<file path="src/include/serial_port_cfg.svh">
`ifndef SERIAL_PORT_CFG_SVH
`define SERIAL_PORT_CFG_SVH

`define SP_ADDR_FAULT_SUMMARY 7'h01
`define SP_ADDR_OC_FAULTS 7'h02
`define SP_ADDR_NOC_FAULTS 7'h03
`define SP_ADDR_OP_STATUS 7'h04
`define SP_ADDR_PIN_CFG_A 7'h05
`define SP_ADDR_PIN_CFG_B 7'h06
`define SP_ADDR_CHIP_CONTROL 7'h07
`define SP_ADDR_LOW_TRIM 7'h08
`define SP_ADDR_HIGH_TRIM 7'h09
`define SP_ADDR_CUR_TRIM 7'h0A
`define SP_ADDR_SSFM 7'h0B

`define SP_RW_RESET 8'h00
`define SP_CRC_SEED 8'h41

`define SP_CTRL_COMM_FAULT_BIT 3
`define SP_CTRL_STICKY_BIT 1
`define SP_CTRL_WPROT_BIT 0

`define SP_CYC_CMD_END 6'd8
`define SP_CYC_CRC_LATCH 6'd16
`define SP_CYC_COMMIT 6'd24

`endif

</file>
<file path="src/include/serial_port_pkg.sv">
package serial_port_pkg;
    typedef enum logic [1:0] {
        ST_IDLE = 2'b00,
        ST_ACTIVE = 2'b01,
        ST_IGNORE = 2'b10
    } burst_state_t;
endpackage

</file>
<file path="src/hdl/crc_checked_serial_register_port.sv">
`timescale 1ns/1ps
`default_nettype none
`include "serial_port_cfg.svh"

module crc_checked_serial_register_port (
    input wire logic sys_clk,
    input wire logic rst,
    input wire logic port_select_n,
    input wire logic serial_clock,
    input wire logic serial_input,
    output logic serial_output,
    output logic serial_output_en,
    input wire logic low_side_overvoltage,
    input wire logic high_side_overvoltage,
    input wire logic high_side_undervoltage,
    input wire logic driver_supply_undervoltage,
    input wire logic logic_supply_undervoltage,
    input wire logic reference_bad,
    input wire logic over_temperature,
    input wire logic [5:0] overcurrent_flags,
    input wire logic [5:0] negative_overcurrent_flags,
    input wire logic soft_start_done,
    input wire logic max_current_reached,
    input wire logic regulation_ok,
    input wire logic [7:0] pin_config_a_in,
    input wire logic [7:0] pin_config_b_in,
    output logic [7:0] chip_control,
    output logic [7:0] low_side_voltage_trim,
    output logic [7:0] high_side_voltage_trim,
    output logic [7:0] current_set_trim,
    output logic [7:0] spread_spectrum_cfg
);

    function automatic logic [7:0] crc_step(input logic [7:0] crc, input logic din);
        logic crc_term0;
        logic crc_term1;
        logic crc_term2;
        crc_term0 = din ^ crc[7];
        crc_term1 = crc[0] ^ crc_term0;
        crc_term2 = crc[1] ^ crc_term0;
        crc_step = {crc[6:2], crc_term2, crc_term1, crc_term0};
    endfunction

    // last falling edge of a write burst, where the check byte verdict is acted on
    function automatic logic write_end(input logic fall, input logic [5:0] cnt, input logic rd);
        write_end = fall && cnt == `SP_CYC_COMMIT && !rd;
    endfunction

    // pins are asynchronous to sys_clk: two flops before use
    // edges show about three cycles late, so a serial clock period needs eight sys_clk cycles
    logic [1:0] sel_sync_q;
    logic [1:0] clk_sync_q;
    logic [1:0] din_sync_q;
    logic clk_prev_q;

    always_ff @(posedge sys_clk) begin
        if (rst) begin
            sel_sync_q <= 2'h3;
            clk_sync_q <= 2'h0;
            din_sync_q <= 2'h0;
            // idle level of the serial clock is low, so no false edge follows reset
            clk_prev_q <= 1'b0;
        end else begin
            sel_sync_q <= {sel_sync_q[0], port_select_n};
            clk_sync_q <= {clk_sync_q[0], serial_clock};
            din_sync_q <= {din_sync_q[0], serial_input};
            clk_prev_q <= clk_sync_q[1];
        end
    end

    logic sel_n;
    logic sclk_rise;
    logic sclk_fall;
    assign sel_n = sel_sync_q[1];
    assign sclk_rise = clk_sync_q[1] & ~clk_prev_q;
    assign sclk_fall = ~clk_sync_q[1] & clk_prev_q;

    serial_port_pkg::burst_state_t state_q;
    logic [5:0] bit_cnt_q;
    logic [7:0] shift_in_q;
    logic [7:0] cmd_q;
    logic [7:0] data_q;
    logic [7:0] crc_q;
    logic [7:0] crc_hold_q;
    logic [7:0] tx_q;
    logic crc_ok_q;
    logic out_en_q;
    logic commit_pulse;
    logic comm_fault_set;

    logic is_read;
    logic [6:0] addr;
    assign is_read = cmd_q[0];
    assign addr = cmd_q[7:1];

    // byte completed by the current rising edge, msb first
    logic [7:0] rx_byte;
    assign rx_byte = {shift_in_q[6:0], din_sync_q[1]};

    // reserved bits read as zero
    logic [7:0] fault_bits;
    logic [7:0] status_bits;
    assign fault_bits[7] = 1'b0;
    assign fault_bits[6] = low_side_overvoltage;
    assign fault_bits[5] = high_side_overvoltage;
    assign fault_bits[4] = high_side_undervoltage;
    assign fault_bits[3] = driver_supply_undervoltage;
    assign fault_bits[2] = logic_supply_undervoltage;
    assign fault_bits[1] = reference_bad;
    assign fault_bits[0] = over_temperature;
    assign status_bits[7:3] = 5'h00;
    assign status_bits[2] = soft_start_done;
    assign status_bits[1] = max_current_reached;
    assign status_bits[0] = regulation_ok;

    // levels are taken live when the data byte is loaded, not frozen at select
    logic [7:0] read_mux;
    always_comb begin
        case (addr)
            `SP_ADDR_FAULT_SUMMARY: read_mux = fault_bits;
            `SP_ADDR_OC_FAULTS: read_mux = {2'h0, overcurrent_flags};
            `SP_ADDR_NOC_FAULTS: read_mux = {2'h0, negative_overcurrent_flags};
            `SP_ADDR_OP_STATUS: read_mux = status_bits;
            `SP_ADDR_PIN_CFG_A: read_mux = pin_config_a_in;
            `SP_ADDR_PIN_CFG_B: read_mux = pin_config_b_in;
            `SP_ADDR_CHIP_CONTROL: read_mux = chip_control;
            `SP_ADDR_LOW_TRIM: read_mux = low_side_voltage_trim;
            `SP_ADDR_HIGH_TRIM: read_mux = high_side_voltage_trim;
            `SP_ADDR_CUR_TRIM: read_mux = current_set_trim;
            `SP_ADDR_SSFM: read_mux = spread_spectrum_cfg;
            default: read_mux = 8'h00;
        endcase
    end

    // framing: raising select always restarts the burst
    always_ff @(posedge sys_clk) begin
        if (rst || sel_n) begin
            state_q <= serial_port_pkg::ST_IDLE;
        end else begin
            case (state_q)
                serial_port_pkg::ST_IDLE: state_q <= serial_port_pkg::ST_ACTIVE;
                serial_port_pkg::ST_ACTIVE: begin
                    // mismatch on write: drop rest of burst
                    if (write_end(sclk_fall, bit_cnt_q, is_read) && !crc_ok_q) begin
                        state_q <= serial_port_pkg::ST_IGNORE;
                    end
                end
                serial_port_pkg::ST_IGNORE: state_q <= serial_port_pkg::ST_IGNORE;
                default: state_q <= serial_port_pkg::ST_IDLE;
            endcase
        end
    end

    logic active;
    assign active = (state_q == serial_port_pkg::ST_ACTIVE);

    // receive path: counts rising edges, captures bytes MSB first
    // the count saturates, so a long burst cannot wrap and commit twice
    always_ff @(posedge sys_clk) begin
        if (rst || !active) begin
            bit_cnt_q <= 6'd0;
            shift_in_q <= 8'h00;
            cmd_q <= 8'h00;
            data_q <= 8'h00;
        end else if (sclk_rise) begin
            if (bit_cnt_q != 6'h3F) begin
                bit_cnt_q <= bit_cnt_q + 6'd1;
            end
            shift_in_q <= rx_byte;
            if (bit_cnt_q == `SP_CYC_CMD_END - 6'd1) begin
                cmd_q <= rx_byte;
            end
            if (bit_cnt_q == `SP_CYC_CRC_LATCH - 6'd1) begin
                data_q <= rx_byte;
            end
        end
    end

    // crc over command byte, then over received data (write) or returned data (read)
    always_ff @(posedge sys_clk) begin
        if (rst || !active) begin
            crc_q <= `SP_CRC_SEED;
            crc_hold_q <= 8'h00;
        end else if (sclk_rise && bit_cnt_q < `SP_CYC_CRC_LATCH) begin
            if (bit_cnt_q < `SP_CYC_CMD_END || !is_read) begin
                crc_q <= crc_step(crc_q, din_sync_q[1]);
                if (bit_cnt_q == `SP_CYC_CRC_LATCH - 6'd1) begin
                    crc_hold_q <= crc_step(crc_q, din_sync_q[1]);
                end
            end else begin
                crc_q <= crc_step(crc_q, tx_q[7]);
            end
        end else if (sclk_fall && is_read && bit_cnt_q == `SP_CYC_CRC_LATCH - 6'd1) begin
            // the last data bit goes out at this very edge, so fold it in here
            crc_hold_q <= crc_step(crc_q, tx_q[6]);
        end
    end

    // byte compare once the check byte has arrived
    always_ff @(posedge sys_clk) begin
        if (rst || !active) begin
            crc_ok_q <= 1'b0;
        end else if (sclk_rise && bit_cnt_q == `SP_CYC_COMMIT - 6'd1) begin
            // verdict at rise 24 so that it is ready for falling edge 24
            crc_ok_q <= (rx_byte == crc_hold_q);
        end
    end

    // transmit: data byte after command, then check byte; changes on falling edges
    // so that the master sees a settled bit at its next rising edge
    always_ff @(posedge sys_clk) begin
        if (rst || !active) begin
            tx_q <= 8'h00;
        end else if (sclk_fall && is_read) begin
            if (bit_cnt_q == `SP_CYC_CMD_END) begin
                tx_q <= read_mux;
            end else if (bit_cnt_q == `SP_CYC_CRC_LATCH) begin
                tx_q <= crc_hold_q;
            end else begin
                tx_q <= {tx_q[6:0], 1'b0};
            end
        end
    end

    // output enable: from falling edge 8 to falling edge 24 of a read only
    always_ff @(posedge sys_clk) begin
        if (rst || !active) begin
            out_en_q <= 1'b0;
        end else if (sclk_fall && is_read) begin
            if (bit_cnt_q == `SP_CYC_CMD_END) begin
                out_en_q <= 1'b1;
            end else if (bit_cnt_q == `SP_CYC_COMMIT) begin
                out_en_q <= 1'b0;
            end
        end
    end

    assign serial_output = tx_q[7];
    assign serial_output_en = out_en_q & active & ~sel_n;

    assign commit_pulse = active && write_end(sclk_fall, bit_cnt_q, is_read) && crc_ok_q;
    assign comm_fault_set = active && write_end(sclk_fall, bit_cnt_q, is_read) && !crc_ok_q;

    logic wprot;
    assign wprot = chip_control[`SP_CTRL_WPROT_BIT];

    // chip control stays writable under protection, else protection could never be lifted
    always_ff @(posedge sys_clk) begin
        if (rst) begin
            chip_control <= `SP_RW_RESET;
        end else if (comm_fault_set) begin
            // set wins over any clear in the same cycle
            chip_control[`SP_CTRL_COMM_FAULT_BIT] <= 1'b1;
        end else if (commit_pulse && addr == `SP_ADDR_CHIP_CONTROL) begin
            chip_control <= data_q;
        end
    end

    // write protect blocks the three trims and spread_spectrum_cfg only
    always_ff @(posedge sys_clk) begin
        if (rst) begin
            low_side_voltage_trim <= `SP_RW_RESET;
            high_side_voltage_trim <= `SP_RW_RESET;
            current_set_trim <= `SP_RW_RESET;
            spread_spectrum_cfg <= `SP_RW_RESET;
        end else if (commit_pulse && !wprot) begin
            case (addr)
                `SP_ADDR_LOW_TRIM: low_side_voltage_trim <= data_q;
                `SP_ADDR_HIGH_TRIM: high_side_voltage_trim <= data_q;
                `SP_ADDR_CUR_TRIM: current_set_trim <= data_q;
                `SP_ADDR_SSFM: spread_spectrum_cfg <= data_q;
                default: low_side_voltage_trim <= low_side_voltage_trim;
            endcase
        end
    end

endmodule // crc_checked_serial_register_port

`default_nettype wire

</file>
<file path="config.mk">
export PLATFORM = sky130hd
export DESIGN_NAME = crc_checked_serial_register_port
export DESIGN_NICKNAME = d
export VERILOG_FILES = /design/src/include/serial_port_pkg.sv /design/src/hdl/crc_checked_serial_register_port.sv
export VERILOG_INCLUDE_DIRS = /design/src /design/src/include
export SDC_FILE = /design/constraint.sdc
export NUM_CORES = 1
export LEC_CHECK = 0
export CORE_MARGIN = 2
export CORE_UTILIZATION = 68
export CTS_CLUSTER_SIZE = 10
export DETAILED_ROUTE_END_ITERATION = 7
export DONT_BUFFER_PORTS = 1
export GPL_TIMING_DRIVEN = 0
export PLACE_DENSITY = 0.84
export SLEW_MARGIN = 15
export SYNTH_ARGS = -nofsm -noshare
export SYNTH_HDL_FRONTEND = slang
export SYNTH_SLANG_ARGS = --single-unit
export TNS_END_PERCENT = 30
</file>
<file path="constraint.sdc">
create_clock -name sys_clk -period 4.5 [get_ports sys_clk]
set_input_delay 0.9 -clock sys_clk [delete_from_list [all_inputs] [get_ports sys_clk]]
set_output_delay 0.9 -clock sys_clk [all_outputs]
set_load 0.005 [all_outputs]
</file>
# After elaboration in Yosys (flattened, before gate mapping)
# Cells that the tools add are included.
totals:
  reg_bits: 104
  in_bits: 43
  out_inout_bits: 42
  elab_cells: 111
classes:
  add_sub_neg: 1
  magnitude_cmp: 2
  n_eq_ne: 24
  mux: 14
  bitwise_logic: 17
  reduce_logical: 33
op_table:
  columns: ["op", "count"]
  rows:
  - ["8-bit case mux with 11 select lines", 1]
  - ["8-bit 2-to-1 mux", 6]
  - ["7-bit by 3-bit equality test with 1-bit output (second input constant)", 4]
  - ["7-bit by 4-bit equality test with 1-bit output (second input constant)", 4]
  - ["6-bit by 5-bit equality test with 1-bit output (second input constant)", 3]
  - ["2-bit AND reduction", 9]
  - ["7-bit by 2-bit equality test with 1-bit output (second input constant)", 2]
  - ["6-bit by 4-bit equality test with 1-bit output (second input constant)", 2]
  - ["1-bit logical AND", 12]
  - ["1-bit bitwise XOR", 9]
  - ["8-bit equality test", 1]
  - ["7-bit by 1-bit equality test with 1-bit output (second input constant)", 1]
  - ["6-bit by 1-bit adder with 6-bit output (second input constant)", 1]
  - ["6-bit by 3-bit equality test with 1-bit output (second input constant)", 1]
  - ["6-bit by 4-bit less-than comparator with 1-bit output (second input constant)", 1]
  - ["6-bit by 5-bit less-than comparator with 1-bit output (second input constant)", 1]
  - ["6-bit inequality test (second input constant)", 1]
  - ["2-bit case mux with 3 select lines", 1]
  - ["2-bit nonzero test", 3]
  - ["1-bit bitwise AND", 4]
  - ["1-bit zero test", 4]
  - ["4-bit 2-to-1 mux", 1]
  - ["2-bit by 1-bit inequality test with 1-bit output (second input constant)", 2]
  - ["1-bit inverter", 4]
  - ["other kinds (9)", 13]

# Longest topological paths before layout
# Gate-level depths: netlist of run 1.
logic_depth:
  ltp_word: 9
  ltp_mapped: 8

# Worst setup path after synthesis of run 1
# No wires, ideal clock.
synth_path:
  path_kind: "register to register"
  start: "register bit_cnt_q[3]"
  end: "register spread_spectrum_cfg[0]"
  setup_ps: 128
  t_arrival_ps: 1910
  required_ps: 4372
  path_slack_ps: 2463
  stages_incl_launch_ff: 7
  synth_period_minus_slack_ps: 2037
  cell_sequence: "dfxtp_1 > clkbuf_1 > nand2b_1 > nor4_4 > nand4_4 > mux2i_1 > nor2_1"
synth_via:
  elab_chain_cells: 7
synth_lines:
  columns: ["element", "line", "text"]
  rows:
  - ["start: declaration", "crc_checked_serial_register_port.sv:79", "logic [5:0] bit_cnt_q;"]
  - ["start signal: assignment", "crc_checked_serial_register_port.sv:167", "bit_cnt_q <= bit_cnt_q + 6'd1;"]
  - ["6-bit by 5-bit equality test with 1-bit output (no source line)", null, null]
  - ["1-bit logical AND (no source line)", null, null]
  - ["1-bit logical AND", "crc_checked_serial_register_port.sv:46", "write_end = fall && cnt == `SP_CYC_COMMIT && !rd;"]
  - ["1-bit logical AND (2 in a row)", "crc_checked_serial_register_port.sv:241", "assign commit_pulse = active && write_end(sclk_fall, bit_cnt_q, is_read) && crc_ok_q;"]
  - ["1-bit logical AND", "crc_checked_serial_register_port.sv:266", "end else if (commit_pulse && !wprot) begin"]
  - ["2-bit AND reduction (no source line)", null, null]
  - ["end signal: assignment", "crc_checked_serial_register_port.sv:265", "spread_spectrum_cfg <= `SP_RW_RESET;"]
  - ["end signal: assignment", "crc_checked_serial_register_port.sv:271", "`SP_ADDR_SSFM: spread_spectrum_cfg <= data_q;"]
  - ["end: declaration", "crc_checked_serial_register_port.sv:31", "output logic [7:0] spread_spectrum_cfg"]
# Every way passes these cells.
# A chain may end at the register's enable or synchronous reset.

# Worst setup path in the final report of run 1
layout_path:
  start: "register cmd_q[1]"
  end: "register tx_q[1]"
layout_via:
  elab_chain_cells: 3
layout_lines:
  columns: ["element", "line", "text"]
  rows:
  - ["start: declaration", "crc_checked_serial_register_port.sv:81", "logic [7:0] cmd_q;"]
  - ["start signal: assignment", "crc_checked_serial_register_port.sv:171", "cmd_q <= rx_byte;"]
  - ["7-bit by 4-bit equality test with 1-bit output (tied with other cells)", "crc_checked_serial_register_port.sv:119", "case (addr)"]
  - ["8-bit case mux with 11 select lines *", "crc_checked_serial_register_port.sv:119", null]
  - ["8-bit 2-to-1 mux *", "crc_checked_serial_register_port.sv:215", "if (bit_cnt_q == `SP_CYC_CMD_END) begin"]
  - ["end signal: assignment", "crc_checked_serial_register_port.sv:216", "tx_q <= read_mux;"]
  - ["end signal: assignment", "crc_checked_serial_register_port.sv:218", "tx_q <= crc_hold_q;"]
  - ["end signal: assignment", "crc_checked_serial_register_port.sv:220", "tx_q <= {tx_q[6:0], 1'b0};"]
  - ["end: declaration", "crc_checked_serial_register_port.sv:85", "logic [7:0] tx_q;"]
# Mark *: on every way between the ends. The rest lies on a longest branch, timed or not.

==> flow_summary.toml, run 1 <==
[status]
status = "complete, no violations"

[synthesis]
synth-seq-cells = 104
synth_top_family_by_area = "simple AND/OR/NAND/NOR gates"
synth-compound-area-share_pct = 11.6
synth-simple-area-share_pct = 21.2
synthXorXnorAreaFrac_pct = 3.09
synthAdderAreaFrac_pct = 0.982
ys.flop_type = "dfxtp_1"
yosysTopAreaCell = "dfxtp_1"
netlist_area_um2 = 5100
synth_edf_count = 0
synth_warnings = 0
synth_seq_area_share_pct = 40.9
synth_top_area_share_pct = 40.9
synth_area_leaders = "dfxtp_1, mux2i_1, nor2_1, nand2_1, a21oi_1"
syn_area_per_cell_um2 = 9.20
synthMuxAreaShare_pct = 19.1
synth.distinct_cells = 59
syn_nets = 601
synthArstFlopShare_pct = 0
netlist_instances = 554

[global_routing]
antenna_found_initial = 0
track_usage_pct = 34.1
grt_max_degree = 20
grt_pass1_vias = 4191
grt_pass1_wl_um = 22000
grt_overflow = 0

[timing]
timing.fmax_mhz = 367
timing.final.ws_setup_ns = 1.78
fin_setup_tns_ns = 0
fin_crit_ns = 2.72
worst_slew_pin_slew_ns = 0.920
max_slew_margin_pct = 38.3
final.setup_skew_ns = 0.0174
rsz0062_at_grt = "no"
slew_violations = 0
setup_viol = 0
min_period_over_period_pct = 60.5
hold_violations = 0

[finish]
n_antenna_cell = 0
mostFrequentLayoutCell = "dfxtp_1"
layout_common_cells = "dfxtp_1, nor2_1, mux2i_1, nand2_1, a21oi_1"
syn_to_final_growth_pct = 6.16
fin_nets = 612
final_cells = 669
drive_gt1_share_pct = 9.30

[floorplanning]
die_h_um = 90.6
initial_utilization_pct = 70.3
pin_count = 85
rows = 31
die_w_um = 90.6
die-area_um2 = 8200
core_um2 = 7250

[pwr]
leakagePower_uw = 0.00207
power_density_nw_per_um2 = 284
peakVddDrop_uv = 220

[worst_setup_path]
cp-start-kind = "flip-flop"
r2r_end = "tx_q[1]"
end_kind = "flip-flop"
startpoint = "cmd_q[1]"
crit_arrival_ns = 3.03
r2r_cells = 8
reg2reg_from = "cmd_q[1]"
crit_path_end = "tx_q[1]"
crit_fanout = 10
crit_type = "flip-flop to flip-flop"
r2r_slack_ns = 1.78
crit_required_ns = 4.81

[worst_hold_path]
hp-class = "flip-flop to flip-flop"

[placement]
port_buffers = 0
gp_congestion = 0.966
dp.cells = 653
dp_slack_ns = 1.88
dp_hpwl_um = 10300

[flow_run]
maxCapViolCount = 0

[detailed_routing]
drtIter0Drc = 411
drc_errors = 0
dr.pass1.iters = 5
ant_nets = 0
wl_per_cell_um = 20.8
viasPerCell = 6.55
detailroute.via_count = 4381
wirelength_um = 13900

[clock_tree]
post_cts_buffers = 0
cts_sinks = 104
htreeDepth = 3
cts_made_buffers = 9
clk-insertion-delay-late_ns = 0.38
hold_buffers = 0
max-clock-path-buffers = 2
clk_pin_slew_ns = 0.11
cts.repair.resized = 0
cts_tree = "done"
root_buffer = "clkbuf_8"
## state kept, by name (all words and copies together), names as in the netlist, 6 cells and up
register                cells
data_q                      8
low_side_voltage_trim       8
high_side_voltage_trim      8
tx_q                        8
chip_control                8
crc_q                       8
bit_cnt_q                   6
cmd_q                       8
crc_hold_q                  8
current_set_trim            8
spread_spectrum_cfg         8
shift_in_q                  7
## worst max-delay path: stages (launching register included)
cell      delay [ns]
dfxtp_1         0.33
clkbuf_1        0.33
buf_2           0.34
buf_2           0.32
clkbuf_1        0.47
nand2_1         0.27
o21ai_0         0.29
a22oi_1         0.13
o22ai_1         0.18
## cells in the mapped netlist (4+ instances only)
library cell,count
dfxtp_1,104
o211ai_1,4
nor2b_1,10
and3_1,4
inv_1,8
a22oi_1,8
ha_1,4
a21oi_1,29
buf_2,5
nand3_1,9
o31ai_1,4
a31oi_1,6
nand4_1,4
o21ai_0,16
mux2_2,12
xnor2_1,11
nor2_1,82
nor3_1,11
nand2_1,43
xor2_1,7
clkbuf_1,25
mux2i_1,79
nand2b_1,6
## report_power, final
part	internal [uW]	switching, uW	total (uW)
registers	923	2.81	926
logic	12.1	23.4	35.6
clock network	217	357	574
## metal layers
metal  share of wire [%]  track usage [%]  routed length (um)  vias to the layer above
li1                    -                -                   -                     1989
met1                  41             45.7                5760                     2082
met2                  45             53.0                6230                      265
met3                  11             9.35                1510                       45
met4                 2.8             11.8                 395                        0
met5                   0                0                   0                        -
## cell type report
cell class              count  area (um2)
fillers                   533        1840
clock buffers              10         128
multi-input cells         409        2850
inverters                   8        30.0
clock inverters             6        62.6
well taps                  99         124
plain buffers              33         130
flip-flops and latches    104        2080
## stage by stage
step           instance area, um2  util, %  power [uW]  hold slack [ns]
2_1_floorplan                5100        -         972            0.389
4_1_cts                      5410     74.6        1530            0.434
3_5_place_dp                 5220     72.0         982            0.406
5_1_grt                      5410     74.6        1580            0.455
6_report                     5410     74.6        1540            0.433
3_3_place_gp                 5220     72.0         980            0.404
## logic make-up (layout without fill, tap and decap cells)
group,Yosys count,in the layout
AO/OA/AOI/OAI,92,92
XOR/XNOR,18,18
adder cells (fa/ha/maj),4,4
buffers and inverters,41,57
flip-flops,104,104
multiplexers,93,93
AND/OR/NAND/NOR,202,202
## worst min path at each step
stage	slack [ns]	startpoint	endpoint	cells past startpoint
3_3_place_gp	0.40	sel_sync_q[0]	sel_sync_q[1]	1
6_report	0.43	sel_sync_q[0]	sel_sync_q[1]	1
2_1_floorplan	0.39	sel_sync_q[0]	sel_sync_q[1]	1
4_1_cts	0.43	sel_sync_q[0]	sel_sync_q[1]	1
3_5_place_dp	0.41	sel_sync_q[0]	sel_sync_q[1]	1
5_1_grt	0.46	sel_sync_q[0]	sel_sync_q[1]	1
(Power assumes the default switching activity.)
==> inputs of run 2 (changes only) <==
--- a/config.mk
+++ b/config.mk
@@ -7,12 +7,12 @@
 export NUM_CORES = 1
 export LEC_CHECK = 0
 export CORE_MARGIN = 2
-export CORE_UTILIZATION = 68
+export CORE_UTILIZATION = 63
 export CTS_CLUSTER_SIZE = 10
 export DETAILED_ROUTE_END_ITERATION = 7
 export DONT_BUFFER_PORTS = 1
 export GPL_TIMING_DRIVEN = 0
-export PLACE_DENSITY = 0.84
+export PLACE_DENSITY = 0.79
 export SLEW_MARGIN = 15
 export SYNTH_ARGS = -nofsm -noshare
 export SYNTH_HDL_FRONTEND = slang
==> constraint.sdc (replaced) <==
create_clock -name sys_clk -period 2.7 [get_ports sys_clk]
set_input_delay 0.54 -clock sys_clk [delete_from_list [all_inputs] [get_ports sys_clk]]
set_output_delay 0.54 -clock sys_clk [all_outputs]
set_load 0.005 [all_outputs]
==> flow_summary.toml, run 2 (same netlist as run 1, synthesis figures left out) <==
[status]
status = "complete, no violations"

[placement]
gp_congestion = 0.932
dp_hpwl_um = 10100
port_buffers = 0
dp.cells = 656

[worst_setup_path]
crit_required_ns = 2.93
cp-start-kind = "flip-flop"
crit_arrival_ns = 2.73
crit_fanout = 10
crit_type = "flip-flop to flip-flop"
reg2reg_from = "cmd_q[2]"
r2r_end = "tx_q[1]"
r2r_slack_ns = 0.20
end_kind = "flip-flop"
r2r_cells = 7

[finish]
mostFrequentLayoutCell = "dfxtp_1"
final_util_pct = 70.1
fin_nets = 611
multi_input_area_um2 = 2850
layout_common_cells = "dfxtp_1, nor2_1, mux2i_1, nand2_1, a21oi_1"
regArea_um2 = 2080
final_cells = 671
nFillCells = 614
n_antenna_cell = 0
drive_gt1_share_pct = 9.84
syn_to_final_growth_pct = 6.78

[clock_tree]
cts_sinks = 104
clk-insertion-delay-late_ns = 0.36
htreeDepth = 3
hold_buffers = 0
post_cts_buffers = 0
cts_tree = "done"
cts_made_buffers = 9
clk_pin_slew_ns = 0.10
root_buffer = "clkbuf_8"
max-clock-path-buffers = 2
cts.repair.resized = 0

[detailed_routing]
dr.pass1.iters = 5
drtIter0Drc = 441
detailroute.via_count = 4333
ant_nets = 0
wirelength_um = 13700
drc_errors = 0
wl_per_cell_um = 20.4
viasPerCell = 6.46

[pwr]
power.share.clock_pct = 39.5
netSwitchingFraction_pct = 22.4
internal-power_uw = 2060
power_frac_seq_pct = 58.2
power_frac_comb_pct = 2.3
leakagePower_uw = 0.00209
p_sw_uw = 593
fin_total_pwr_uw = 2650
power_density_nw_per_um2 = 487
peakVddDrop_uv = 435

[flow_run]
maxCapViolCount = 0

[worst_hold_path]
hold_depth = 1
min_to = "sel_sync_q[0]"
hp-class = "primary input to flip-flop"
hp-start = "port_select_n"

[floorplanning]
die-area_um2 = 8820
initial_utilization_pct = 65.6
die_h_um = 93.9
rows = 32
pin_count = 85
die_w_um = 93.9
core_um2 = 7770

[global_routing]
track_usage_pct = 31.9
grt_pass1_vias = 4097
antenna_found_initial = 0
grt_max_degree = 19
grt_pass1_wl_um = 21500
grt_overflow = 0

[timing]
hold_slack_ns = 0.284
timing.fmax_mhz = 400
rsz0062_at_grt = "no"
fin_setup_tns_ns = 0
final.setup_skew_ns = 0.0133
worst_slew_pin_slew_ns = 0.894
max_slew_margin_pct = 39.8
hold_violations = 0
min_period_over_period_pct = 92.7
fin_crit_ns = 2.50
slew_violations = 0
setup_viol = 0
==> run 2: worst max-delay path, stage by stage (launching register included) <==
cell and delay, ns:
dfxtp_1 0.36, clkbuf_1 0.45, clkbuf_2 0.43, mux2i_1 0.28
o221ai_1 0.24, a32o_1 0.27, a22oi_1 0.23, o22ai_1 0.13
==> run 2: per-layer routing <==
metal  track usage, %  vias up  wire length [um]
met2             47.9      263              6040
met5                0        -                 0
met3             8.35       31              1570
li1                 -     1987                 -
met1             44.4     2052              5750
met4             11.7        0               345
==> run 2: final cells by class <==
| type | instances | area share [%] |
|---|---|---|
| clock inverters | 5 | 1.24 |
| flip-flops and latches | 104 | 38.3 |
| clock buffers | 11 | 2.78 |
| plain buffers | 32 | 2.37 |
| inverters | 8 | 0.552 |
| multi-input cells | 409 | 52.4 |
| well taps | 102 | 2.35 |
==> run 2: how the worst max path moves through the flow <==
stage / startpoint / end / slack (ns)
5_1_grt: bit_cnt_q[3] / spread_spectrum_cfg[6] / 0.08
3_3_place_gp: cmd_q[2] / tx_q[1] / 0.05
3_5_place_dp: cmd_q[1] / tx_q[1] / 0.05
2_1_floorplan: bit_cnt_q[3] / spread_spectrum_cfg[0] / 0.66
4_1_cts: cmd_q[1] / tx_q[1] / 0.03
6_report: cmd_q[2] / tx_q[1] / 0.20
==> run 2: metrics by stage <==
stage / setup WS [ns] / area (um2)
5_1_grt: 0.0841 / 5440
4_1_cts: 0.0329 / 5440
3_3_place_gp: 0.0520 / 5220
6_report: 0.198 / 5440
3_5_place_dp: 0.0508 / 5220
2_1_floorplan: 0.663 / 5100
==> run 2: power by group through the flow <==
stage	registers, uW	clock network (uW)	logic (uW)
finish	1540	1050	59.8
global placement	1580	0	57.0
CTS	1540	1060	58.6
detailed placement	1580	0	58.2
global route	1540	1120	65.0
floorplan	1580	0	43.2
==> inputs of run 3 (changes only) <==
--- a/config.mk
+++ b/config.mk
@@ -11,7 +11,6 @@
 export CTS_CLUSTER_SIZE = 10
 export DETAILED_ROUTE_END_ITERATION = 7
 export DONT_BUFFER_PORTS = 1
-export GPL_TIMING_DRIVEN = 0
 export PLACE_DENSITY = 0.79
 export SLEW_MARGIN = 15
 export SYNTH_ARGS = -nofsm -noshare
==> flow_summary.toml, run 3 (same netlist as run 1, synthesis figures left out) <==
[flow_run]
maxCapViolCount = 0

[finish]
layout_common_cells = "dfxtp_1, nor2_1, mux2i_1, nand2_1, a21oi_1"
syn_to_final_growth_pct = 6.58
nFillCells = 607
drive_gt1_share_pct = 12.4
fin_area_um2 = 5430
fin_nets = 599
n_antenna_cell = 0
mostFrequentLayoutCell = "dfxtp_1"

[worst_setup_path]
cp-start-kind = "flip-flop"
crit_required_ns = 2.95
crit_fanout = 8
end_kind = "flip-flop"
r2r_slack_ns = 0.43
crit_type = "flip-flop to flip-flop"
crit_arrival_ns = 2.52

[detailed_routing]
dr.pass1.iters = 5
ant_nets = 0
viasPerCell = 6.28
wirelength_um = 12800
wl_per_cell_um = 19.4
drc_errors = 0
detailroute.via_count = 4139
drtIter0Drc = 402

[timing]
max_slew_margin_pct = 46.6
slew_violations = 0
fin_setup_tns_ns = 0
fin_crit_ns = 2.27
min_period_over_period_pct = 84.2
setup_viol = 0
timing.fmax_mhz = 440
hold_violations = 0
final.setup_skew_ns = 0.00758
rsz0062_at_grt = "no"
worst_slew_pin_slew_ns = 0.790

[clock_tree]
cts_made_buffers = 9
cts_tree = "done"
cts.repair.resized = 0
htreeDepth = 3
clk_pin_slew_ns = 0.10
hold_buffers = 0
cts_sinks = 104
post_cts_buffers = 0
max-clock-path-buffers = 2
clk-insertion-delay-late_ns = 0.37
root_buffer = "clkbuf_8"

[global_routing]
grt_pass1_vias = 3969
grt_pass1_wl_um = 21100
track_usage_pct = 30.8
antenna_found_initial = 0
grt_max_degree = 52
grt_overflow = 0

[worst_hold_path]
hp-class = "primary input to flip-flop"

[floorplanning]
die_w_um = 93.9
die_h_um = 93.9
initial_utilization_pct = 65.6
rows = 32
die-area_um2 = 8820
pin_count = 85
core_um2 = 7770

[pwr]
peakVddDrop_uv = 381
power_density_nw_per_um2 = 464
leakagePower_uw = 0.00211

[placement]
dp_hpwl_um = 9610
port_buffers = 0
gp_congestion = 0.953
placed_area_um2 = 5240

[status]
status = "complete, no violations"
-- run 3: where the power goes --
group	switching, uW	internal [uW]
Combinational	24.7	18.8
Sequential	4.72	1540
Clock	560	374
Total	590	1930
-- run 3: layer usage --
| layer | track usage, % | wire length [um] | vias to the layer above |
|---|---|---|---|
| met3 | 7.22 | 1070 | 12 |
| met1 | 44.7 | 5770 | 1974 |
| met5 | 0 | 0 | - |
| met2 | 46.8 | 5850 | 187 |
| met4 | 6.40 | 129 | 0 |
| li1 | - | - | 1966 |
-- run 3: worst paths after layout --
kind,from,endpoint,cells after the start
worst min register to register,sel_sync_q[0],sel_sync_q[1],1
worst max-delay path,bit_cnt_q[0],tx_q[2],7
worst min-delay path,rst,spread_spectrum_cfg[5],1
worst max register to register,bit_cnt_q[0],tx_q[2],7
-- run 3: critical path: stages, from the launching register on --
cell	delay [ns]
dfxtp_1	0.36
inv_1	0.08
ha_1	0.15
nand3b_1	0.22
nor3_2	0.65
mux2_2	0.42
a22oi_1	0.17
o22ai_1	0.10
-- run 3: layout make-up --
cell class / count / area (um2) / share of cell area, %
Clock buffer: 10 / 138 / 2.53
Inverter: 8 / 30.0 / 0.553
Timing Repair Buffer: 20 / 150 / 2.76
Tap cell: 102 / 128 / 2.35
Multi-Input combinational cell: 409 / 2850 / 52.5
Sequential cell: 104 / 2080 / 38.3
Clock inverter: 6 / 50.0 / 0.921
-- run 3: metrics by stage --
stage,std cells,hold slack [ns],total power (uW),worst slack (ns),utilization [%]
after floorplan,554,0.389,1620,0.663,-
after global placement,643,0.404,1620,0.622,67.5
after detailed placement,643,0.405,1620,0.460,67.5
after CTS,659,0.223,2530,0.438,69.9
after global routing,659,0.210,2600,0.272,69.9
final,659,0.233,2520,0.427,69.9
